--- config.mk ---
export PLATFORM = sky130hd
export DESIGN_NAME = alarm_trim_bank
export DESIGN_NICKNAME = d
export VERILOG_FILES = /design/src/rtl/alarm_trim_pkg.sv /design/src/rtl/sticky_flag_bank.sv /design/src/rtl/trim_select.sv /design/src/rtl/alarm_trim_bank.sv
export VERILOG_INCLUDE_DIRS = /design/src /design/src/rtl
export SDC_FILE = /design/constraint.sdc
export NUM_CORES = 1
export LEC_CHECK = 0
export ABC_AREA = 1
export BUFFER_PORTS_ARGS = -buffer_cell sky130_fd_sc_hd__buf_2
export CAP_MARGIN = 20
export CORE_ASPECT_RATIO = 0.7
export CORE_UTILIZATION = 58
export CTS_BUF_LIST = sky130_fd_sc_hd__clkbuf_8
export CTS_CLUSTER_DIAMETER = 120
export CTS_CLUSTER_SIZE = 30
export DETAILED_ROUTE_END_ITERATION = 16
export GPL_TIMING_DRIVEN = 0
export PLACE_DENSITY = 0.94
export SYNTH_ARGS = -nofsm -noshare
export SYNTH_HDL_FRONTEND = slang
export SYNTH_SLANG_ARGS = --single-unit
--- constraint.sdc ---
create_clock -name sys_clk_i -period 3.4 [get_ports sys_clk_i]
set_input_delay 0.34 -clock sys_clk_i [delete_from_list [all_inputs] [get_ports sys_clk_i]]
set_output_delay 0.34 -clock sys_clk_i [all_outputs]
set_load 0.005 [all_outputs]
--- src/rtl/alarm_trim_regs.svh ---
// Purpose: register indices, field positions and reset values
// Assumes: byte address on the bus is four times the index below
// Notes:   definitions only
`ifndef ALARM_TRIM_REGS_SVH
`define ALARM_TRIM_REGS_SVH

// register indices (byte address = index * 4)
`define IDX_AGGREGATE   10'h2c0
`define IDX_FLAGS       10'h2c1
`define IDX_MASK        10'h2c2
`define IDX_LANES       10'h2c4
`define IDX_A_DUAL      10'h310
`define IDX_B_DUAL      10'h313
`define IDX_A_S1        10'h314
`define IDX_B_S1        10'h315
`define IDX_A_S2        10'h31a
`define IDX_CTRL        10'h3f0

// alarm source bit positions, shared by flags and mask
`define BIT_LANE_BUF    5
`define BIT_SYNTH_LOCK  4
`define BIT_SERIAL_LINK 3
`define BIT_REALIGN     2
`define BIT_OSC_PHASE   1
`define BIT_DIV_MISM    0

// control register bit positions
`define CTRL_CAL_SEL    0
`define CTRL_SINGLE     1
`define CTRL_FG_EN      2
`define CTRL_IN2        3

// widths
`define SRC_W           6
`define LANE_W          16
`define TRIM_W          8
`define CTRL_W          4

// reset values
`define RST_MASK        6'h3f
`define RST_FLAGS       6'h3f
`define RST_LANES       16'hffff
`define RST_TRIM        8'h00
`define RST_CTRL        4'h0

`endif

--- src/rtl/alarm_trim_pkg.sv ---
// Purpose: shared types for the alarm mask and timing trim bank
// Assumes: constants live in alarm_trim_regs.svh
// Notes:   none
`include "alarm_trim_regs.svh"

package alarm_trim_pkg;

    // the five trim bytes, travelling together
    typedef struct packed {
        logic [7:0] a_dual;
        logic [7:0] b_dual;
        logic [7:0] a_s1;
        logic [7:0] b_s1;
        logic [7:0] a_s2;
    } trim_set_t;

    // operating mode and pin select, mirrors the control register
    typedef struct packed {
        logic in2;
        logic fg_en;
        logic single;
        logic cal_sel;
    } mode_ctrl_t;

    // trim routing, gray coded along dual -> dual fg -> single in1 -> in2
    typedef enum logic [1:0] {
        ROUTE_DUAL       = 2'b00,
        ROUTE_DUAL_FG    = 2'b01,
        ROUTE_SINGLE_IN1 = 2'b11,
        ROUTE_SINGLE_IN2 = 2'b10
    } trim_route_t;

    // word index of an apb byte address
    function automatic logic [9:0] idx_of(input logic [11:0] addr);
        idx_of = addr[11:2];
    endfunction : idx_of

endpackage : alarm_trim_pkg

--- src/rtl/sticky_flag_bank.sv ---
// Purpose: bank of sticky flags, hardware set, write-one clear
// Assumes: set and clear are one-cycle qualified vectors
// Notes:   set wins over clear in the same cycle
`timescale 1ns/1ns
`default_nettype none

module sticky_flag_bank #(
    parameter int unsigned     W   = 6,
    parameter logic [W-1:0]    RST = '1
) (
    input  wire logic          sys_clk_i,
    input  wire logic          reset_i,
    input  wire logic [W-1:0]  set_i,
    input  wire logic [W-1:0]  clr_i,
    output logic      [W-1:0]  flags_o
);

    logic [W-1:0] flags_q;

    // clear first, then or in events so a simultaneous event survives
    always_ff @(posedge sys_clk_i) begin
        if (reset_i) begin
            flags_q <= RST;
        end else begin
            flags_q <= (flags_q & ~clr_i) | set_i;
        end
    end

    assign flags_o = flags_q;

endmodule : sticky_flag_bank

`default_nettype wire

--- src/rtl/trim_select.sv ---
// Purpose: route the stored trim bytes to the two converter cores
// Assumes: mode bits are quasi-static
// Notes:   outputs registered, one cycle after a mode or trim change
`timescale 1ns/1ns
`default_nettype none

module trim_select (
    input  wire logic                     sys_clk_i,
    input  wire logic                     reset_i,
    input  wire alarm_trim_pkg::mode_ctrl_t mode_i,
    input  wire alarm_trim_pkg::trim_set_t  trims_i,
    output logic [7:0]                    core_a_trim_o,
    output logic [7:0]                    core_b_trim_o
);
    import alarm_trim_pkg::*;

    trim_route_t route;
    logic [7:0]  a_d;
    logic [7:0]  b_d;
    logic [7:0]  a_q;
    logic [7:0]  b_q;

    // pick the route from mode bits
    always_comb begin
        if (!mode_i.single) begin
            route = mode_i.fg_en ? ROUTE_DUAL_FG : ROUTE_DUAL;
        end else begin
            route = mode_i.in2 ? ROUTE_SINGLE_IN2 : ROUTE_SINGLE_IN1;
        end
    end

    // per core and mode trim field
    always_comb begin
        case (route)
            ROUTE_DUAL, ROUTE_DUAL_FG: begin
                a_d = trims_i.a_dual;                    // [RULE_09]
                b_d = trims_i.b_dual;                    // [RULE_10]
            end
            ROUTE_SINGLE_IN1: begin
                a_d = trims_i.a_s1;                      // [RULE_11]
                b_d = trims_i.b_s1;                      // [RULE_11]
            end
            ROUTE_SINGLE_IN2: begin
                a_d = trims_i.a_s2;                      // [RULE_11]
                // core b on the second input has no field in this bank
                b_d = trims_i.b_dual;
            end
            default: begin
                a_d = trims_i.a_dual;
                b_d = trims_i.b_dual;
            end
        endcase
    end

    // registered so the analog trim lines never see decode glitches
    always_ff @(posedge sys_clk_i) begin
        if (reset_i) begin
            a_q <= `RST_TRIM;
            b_q <= `RST_TRIM;
        end else begin
            a_q <= a_d;                                  // [RULE_07]
            b_q <= b_d;
        end
    end

    assign core_a_trim_o = a_q;
    assign core_b_trim_o = b_q;

endmodule : trim_select

`default_nettype wire

--- src/rtl/alarm_trim_bank.sv ---
// Purpose: alarm mask, alarm flags, per-lane buffer flags and core
//          timing trims behind an apb slave
// Assumes: all inputs synchronous to sys_clk_i; one cycle apb answer
// Notes:   unmapped word indices answer pslverr with zero data
//
// What this block does
// RULE_01 - six mask bits; a set bit drops its source from aggregate alarm
// RULE_02 - all six mask bits reset to one
// RULE_03 - sixteen per-lane flags, bit i set on lane i buffer over/underflow
// RULE_04 - writing one to a lane flag clears it; it may set again next cycle
// RULE_05 - writing one to the lane buffer alarm flag clears all lane flags
// RULE_06 - every lane flag reads one after reset until cleared
// RULE_07 - eight-bit trim fields set each core sampling instant per mode
// RULE_08 - trims load factory fuse values, readable and writable by software
// RULE_09 - core a in dual mode uses the first trim field
// RULE_10 - core b in dual mode with foreground calibration uses its field
// RULE_11 - single mode picks trim by core and sampled input; core b on the second input keeps the dual-mode b field
// RULE_12 - aggregate alarm is one when any unmasked flag is set
// RULE_13 - six alarm flags reset to one, each cleared by writing one
// RULE_14 - a select bit routes the aggregate alarm onto the status pin
`timescale 1ns/1ns
`default_nettype none

module alarm_trim_bank (
    input  wire logic                       sys_clk_i,
    input  wire logic                       reset_i,
    // apb slave
    input  wire logic [11:0]                paddr_i,
    input  wire logic                       psel_i,
    input  wire logic                       penable_i,
    input  wire logic                       pwrite_i,
    input  wire logic [31:0]                pwdata_i,
    output logic      [31:0]                prdata_o,
    output logic                            pready_o,
    output logic                            pslverr_o,
    // alarm sources and the calibration status input
    input  wire logic [15:0]                lane_xrun_i,
    input  wire logic [4:0]                 alarm_event_i,
    input  wire logic                       cal_status_i,
    // factory trims
    input  wire alarm_trim_pkg::trim_set_t  fuse_trim_i,
    input  wire logic                       fuse_load_i,
    // outputs
    output logic                            irq_o,
    output logic                            calibration_status_pin_o,
    output logic [7:0]                      core_a_trim_o,
    output logic [7:0]                      core_b_trim_o
);
    import alarm_trim_pkg::*;

    logic [9:0]           idx;
    logic                 setup;
    logic                 wr_fire;
    logic [`SRC_W-1:0]    alarm_source_mask_q;
    logic [`SRC_W-1:0]    alarm_source_flags;
    logic [`SRC_W-1:0]    flag_set;
    logic [`SRC_W-1:0]    flag_clr;
    logic [`LANE_W-1:0]   lane_buffer_fault_flags;
    logic [`LANE_W-1:0]   lane_clr;
    logic                 aggregate;
    trim_set_t            trims_q;
    mode_ctrl_t           mode_q;
    logic                 fuse_pend_q;
    logic                 fuse_take;
    logic [31:0]          rdata_d;
    logic                 hit_d;
    logic [31:0]          prdata_q;
    logic                 pready_q;
    logic                 pslverr_q;
    logic                 irq_q;
    logic                 pin_q;

    // bus phase decode
    assign idx     = idx_of(paddr_i);
    assign setup   = psel_i & ~penable_i;
    assign wr_fire = psel_i & penable_i & pready_q & pwrite_i;

    // apb handshake: ready comes in the first access cycle
    always_ff @(posedge sys_clk_i) begin
        if (reset_i) begin
            pready_q <= 1'b0;
        end else begin
            pready_q <= setup;
        end
    end

    // read data and error captured at setup, held through the access
    always_ff @(posedge sys_clk_i) begin
        if (reset_i) begin
            prdata_q  <= 32'h0000_0000;
            pslverr_q <= 1'b0;
        end else if (setup) begin
            prdata_q  <= pwrite_i ? 32'h0000_0000 : rdata_d;
            pslverr_q <= ~hit_d;
        end else if (pready_q) begin
            prdata_q  <= 32'h0000_0000;
            pslverr_q <= 1'b0;
        end
    end

    // read mux; narrow registers sit in the low bits, upper bits zero
    always_comb begin
        rdata_d = 32'h0000_0000;
        hit_d   = 1'b1;
        case (idx)
            `IDX_AGGREGATE: rdata_d[0] = aggregate;           // [RULE_12]
            `IDX_FLAGS:     rdata_d[`SRC_W-1:0] = alarm_source_flags;
            `IDX_MASK:      rdata_d[`SRC_W-1:0] = alarm_source_mask_q;
            `IDX_LANES:     rdata_d[`LANE_W-1:0] = lane_buffer_fault_flags;
            `IDX_A_DUAL:    rdata_d[7:0] = trims_q.a_dual;    // [RULE_08]
            `IDX_B_DUAL:    rdata_d[7:0] = trims_q.b_dual;
            `IDX_A_S1:      rdata_d[7:0] = trims_q.a_s1;
            `IDX_B_S1:      rdata_d[7:0] = trims_q.b_s1;
            `IDX_A_S2:      rdata_d[7:0] = trims_q.a_s2;
            `IDX_CTRL:      rdata_d[`CTRL_W-1:0] = mode_q;
            default:        hit_d = 1'b0;
        endcase
    end

    // alarm mask register
    always_ff @(posedge sys_clk_i) begin
        if (reset_i) begin
            alarm_source_mask_q <= `RST_MASK;                 // [RULE_02]
        end else if (wr_fire && idx == `IDX_MASK) begin
            alarm_source_mask_q <= pwdata_i[`SRC_W-1:0];      // [RULE_01]
        end
    end

    // control register: pin select and converter mode
    always_ff @(posedge sys_clk_i) begin
        if (reset_i) begin
            mode_q <= `RST_CTRL;
        end else if (wr_fire && idx == `IDX_CTRL) begin
            mode_q <= pwdata_i[`CTRL_W-1:0];
        end
    end

    // alarm source flags: lane buffer flag is the or of all lane events
    assign flag_set = {|lane_xrun_i, alarm_event_i};
    assign flag_clr = (wr_fire && idx == `IDX_FLAGS) ?
                      pwdata_i[`SRC_W-1:0] : '0;             // [RULE_13]

    sticky_flag_bank #(
        .W   (`SRC_W),
        .RST (`RST_FLAGS)                                     // [RULE_13]
    ) u_source_flags (
        .sys_clk_i (sys_clk_i),
        .reset_i   (reset_i),
        .set_i     (flag_set),
        .clr_i     (flag_clr),
        .flags_o   (alarm_source_flags)
    );

    // lane flags clear per bit, or all at once from the lane buffer flag
    always_comb begin
        lane_clr = '0;
        if (wr_fire && idx == `IDX_LANES) begin
            lane_clr = pwdata_i[`LANE_W-1:0];                 // [RULE_04]
        end
        if (wr_fire && idx == `IDX_FLAGS && pwdata_i[`BIT_LANE_BUF]) begin
            lane_clr = '1;                                    // [RULE_05]
        end
    end

    // a persisting over/underflow re-sets the bit in the clearing cycle
    sticky_flag_bank #(
        .W   (`LANE_W),
        .RST (`RST_LANES)                                     // [RULE_06]
    ) u_lane_flags (
        .sys_clk_i (sys_clk_i),
        .reset_i   (reset_i),
        .set_i     (lane_xrun_i),                             // [RULE_03]
        .clr_i     (lane_clr),
        .flags_o   (lane_buffer_fault_flags)
    );

    // aggregate alarm: any flag whose mask bit is clear
    assign aggregate = |(alarm_source_flags & ~alarm_source_mask_q); // [RULE_12]

    // interrupt and status pin, registered for clean pads
    always_ff @(posedge sys_clk_i) begin
        if (reset_i) begin
            irq_q <= 1'b0;
            pin_q <= 1'b0;
        end else begin
            irq_q <= aggregate;                               // [RULE_01]
            pin_q <= mode_q.cal_sel ? aggregate : cal_status_i; // [RULE_14]
        end
    end

    // fuse copy pending for the first cycle after reset release
    always_ff @(posedge sys_clk_i) begin
        if (reset_i) begin
            fuse_pend_q <= 1'b1;
        end else begin
            fuse_pend_q <= 1'b0;
        end
    end

    assign fuse_take = fuse_pend_q | fuse_load_i;

    // trims: fuse defaults, software writes take priority over a reload
    always_ff @(posedge sys_clk_i) begin
        if (reset_i) begin
            trims_q <= {5{`RST_TRIM}};
        end else begin
            if (fuse_take) begin
                trims_q <= fuse_trim_i;                       // [RULE_08]
            end
            if (wr_fire) begin
                case (idx)
                    `IDX_A_DUAL: trims_q.a_dual <= pwdata_i[7:0]; // [RULE_08]
                    `IDX_B_DUAL: trims_q.b_dual <= pwdata_i[7:0];
                    `IDX_A_S1:   trims_q.a_s1   <= pwdata_i[7:0];
                    `IDX_B_S1:   trims_q.b_s1   <= pwdata_i[7:0];
                    `IDX_A_S2:   trims_q.a_s2   <= pwdata_i[7:0];
                    default:     ;
                endcase
            end
        end
    end

    // route trims to the two cores by mode
    trim_select u_trim_select (
        .sys_clk_i     (sys_clk_i),
        .reset_i       (reset_i),
        .mode_i        (mode_q),
        .trims_i       (trims_q),
        .core_a_trim_o (core_a_trim_o),                       // [RULE_07]
        .core_b_trim_o (core_b_trim_o)
    );

    assign prdata_o                 = prdata_q;
    assign pready_o                 = pready_q;
    assign pslverr_o                = pslverr_q;
    assign irq_o                    = irq_q;
    assign calibration_status_pin_o = pin_q;

endmodule : alarm_trim_bank

`default_nettype wire

==> metrics.log <==
[metrics] result of the run: finished clean
[metrics] sequential cell area fraction in the yosys report: around 40%
[metrics] Setup TNS: 0 ns
[metrics] Worst Tran Pin Value: between 0.6 and 0.7 ns
[metrics] Max IR drop VDD: between 0.0002 and 0.00025 V
[metrics] initial antenna violation count: 0
[metrics] DP Cell Count: 995
[metrics] Leak: slightly above 3 nW
[metrics] Final Slew Violations: 0
[metrics] total count of hold-check failures in the final report: 0
[metrics] number of setup buffers added after CTS: 0
[metrics] fin util: 71.8%
[metrics] post-detailed-routing wire length: ~18000 um
[metrics] Worst Skew: between 0.015 and 0.02 ns
[metrics] CTS hold repair buffers: 0
[metrics] power density over cell area: 372 nW/um2
[metrics] floorplan die width: 118 um
[metrics] data required time at the worst endpoint: 3.73 ns
[metrics] die height: about 83 um
[metrics] max_slew headroom: 53.7%
[metrics] fin area: around 6500 um2
[metrics] starting density of the core: 60.1%
[metrics] grt total ovfl: 0
[metrics] clock period minus worst slack: 1.89 ns
[metrics] number of sinks on the clock net: 109
[metrics] crit path max fanout: 10
[metrics] Unique masters post-synth: 31
[metrics] maximum count of clock buffers along a single path: 2
[metrics] number of fill cells: 784
[metrics] via count of the first global-routing pass: ~5400
[metrics] post-synthesis register bit count: 109
[metrics] core box area: between 9000 and 10000 um2
[metrics] Iteration-0 DRC Markers: 631
[metrics] number of synthesized flops with an enable pin: 0
[metrics] Final ANT Viol Nets: 0
[metrics] die outline area: 9840 um2
[metrics] wire length of the first global-routing pass: 27700 um
[metrics] wire length per cell after detailed routing: 17.4 um
[metrics] total global routing track utilization: 36.7%
[metrics] post-synthesis cell type with the largest combined area: sky130_fd_sc_hd__dfxtp_1
[metrics] most common cell in the synthesized netlist: sky130_fd_sc_hd__dfxtp_1
[metrics] number of H-tree branching levels: 3
[metrics] antenna cells: 0
[metrics] number of buffers inserted by port buffering: 129
[metrics] weighted congestion at the end of routability-driven global placement: between 1 and 1.5
[metrics] standard-cell row count: 29
[metrics] share of post-route cells with drive strength above 1: 28.4%
[metrics] number of buffers inserted during clock tree synthesis: 9
[metrics] Vias/cell: 5.76
[metrics] number of remaining DRC errors: 0
[metrics] top flip-flop cell by instance count after synthesis: sky130_fd_sc_hd__dfxtp_1
[metrics] Post-Syn Area per Cell: 7.53 um2
[metrics] RSZ-0062 raised after global routing: false
[metrics] post-detail-place hpwl: about 14000 um
[metrics] largest net degree at the start of global routing: 21
[metrics] PnR worst setup slack: between 1.5 and 2 ns
[metrics] Detailed Routing Iterations Pass 1: 6
[metrics] critical path class: reg -> reg
[metrics] number of I/O pins: 164
[metrics] cells resized by post-CTS repair: 0
[metrics] number of nets in the final layout: 994
[metrics] count of mapped cells out of synthesis: 727
[metrics] TritonCTS clock tree: yes
[metrics] Netlist Area Pre-Place: 5480 um2
[metrics] buffer cell driving the clock tree root: sky130_fd_sc_hd__clkbuf_8
[metrics] post-synthesis async set-or-reset flop share: 0%
[metrics] minimum setup slack after placement: 1.56 ns
[metrics] path category of the worst min-delay check: in -> reg
[metrics] FMAX: between 0.5 and 0.6 GHz
[metrics] Final Non-Filler Cells: 1011
[metrics] data arrival time of the worst path: 2.21 ns
[metrics] area added between synthesis and finish: 19.4%
[metrics] final cycle utilization of the critical path: 55.5%
[metrics] synth cell count leaders: sky130_fd_sc_hd__dfxtp_1, sky130_fd_sc_hd__nand2_1, sky130_fd_sc_hd__nand3_1
[metrics] Maximum Capacitance Violations: 0
[metrics] final setup violating endpoints: 0
[metrics] Critical Path Source Type: flip-flop
[metrics] endpoint type of the worst setup path: flip-flop
[metrics] total via count in the routed design: 5823
[metrics] warnings from Yosys: 0
[metrics] clock insertion delay at the later pin of the skew report: 0.39 ns
[metrics] clk slew on worst S/H paths: 0.11 ns
[metrics] synth top area cells: sky130_fd_sc_hd__dfxtp_1, sky130_fd_sc_hd__mux2_2, sky130_fd_sc_hd__nand3_1
[metrics] post-placement cell area: 6330 um2
[metrics] top-area cell type share of the netlist area: 39.9%
==> cells by family (layout without fill, tap and decap cells) <==
group,count (synthesis),after routing,share of synthesized area [%]
DFF,109,109,39.9
AOI/OAI and AO/OA,162,162,16.1
buffers and inverters,120,265,10.7
and+or+nand+nor,295,295,25.1
other,1,16,0.0685
muxes,40,40,8.23
==> power by group <==
group	internal, W	switching (W)
sequential	0.00132	0.0000348
combinational	0.000130	0.000167
clock	0.000305	0.000477
total	0.00175	0.000679
==> flip-flops by register name, indices dropped and copies added, names as in the netlist <==
register / count
irq_o: 1
pslverr_o: 1
trims_q: 40
mode_q: 4
u_trim_select.core_b_trim_o: 8
u_source_flags.flags_o: 6
u_lane_flags.flags_o: 16
alarm_source_mask_q: 6
calibration_status_pin_o: 1
prdata_o: 16
fuse_pend_q: 1
u_trim_select.core_a_trim_o: 8
pready_o: 1
==> per-layer routing <==
metal | wire length, um | part of all wire, % | global-route usage [%]
met5 | 0 | 0 | 0
met4 | 461 | 2.6 | 14.0
met3 | 2540 | 14 | 11.4
met2 | 7290 | 41 | 52.7
met1 | 7300 | 42 | 51.1
==> metrics by stage <==
step                      total power (W)  hold slack [ns]
after CTS                         0.00242           0.0556
after global routing              0.00251           0.0615
after floorplan                   0.00153            0.368
after global placement            0.00166            0.452
final                             0.00243           0.0598
after detailed placement          0.00166            0.452
==> area by class of cell <==
cell class	instances	area (um2)	share of cell area [%]
Clock buffer	10	138	2.11
Clock inverter	6	66.3	1.01
Multi-Input combinational cell	513	2760	42.3
Sequential cell	109	2180	33.4
Tap cell	124	155	2.37
Inverter	69	259	3.96
Buffer	51	328	5.02
Timing Repair Buffer	129	646	9.88
==> worst paths after layout <==
path | from | to | slack (ns) | depth (start not counted)
min | reset_i | fuse_pend_q | 0.06 | 1
max | mode_q[1] | u_trim_select.core_a_trim_o[5] | 1.51 | 7
max reg2reg | mode_q[1] | u_trim_select.core_a_trim_o[5] | 1.51 | 7
min reg2reg | prdata_o[4] | prdata_o[4] | 0.46 | 2
==> critical path, cell delays in order, from the launching register on <==
cell,delay [ns]
sky130_fd_sc_hd__dfxtp_1,0.49
sky130_fd_sc_hd__inv_1,0.20
sky130_fd_sc_hd__nor2_1,0.27
sky130_fd_sc_hd__clkbuf_1,0.44
sky130_fd_sc_hd__nand2_1,0.11
sky130_fd_sc_hd__o211ai_1,0.11
sky130_fd_sc_hd__nand2_1,0.13
sky130_fd_sc_hd__inv_1,0.09
==> layout by cell type (no fill, tap or decap), types with 16 or more instances in the layout <==
cell type                  Yosys  layout
sky130_fd_sc_hd__nor2_1       76      76
sky130_fd_sc_hd__nand2_1     101     101
sky130_fd_sc_hd__mux2_2       40      40
sky130_fd_sc_hd__conb_1        1      16
sky130_fd_sc_hd__o211ai_1     16      16
sky130_fd_sc_hd__buf_2        10     139
sky130_fd_sc_hd__a21oi_1      61      61
sky130_fd_sc_hd__buf_4        21      21
sky130_fd_sc_hd__o21ai_0      70      70
sky130_fd_sc_hd__nand3_1      85      85
sky130_fd_sc_hd__dfxtp_1     109     109
sky130_fd_sc_hd__inv_1        63      63
Note: power is estimated with default switching activity, not from simulation.
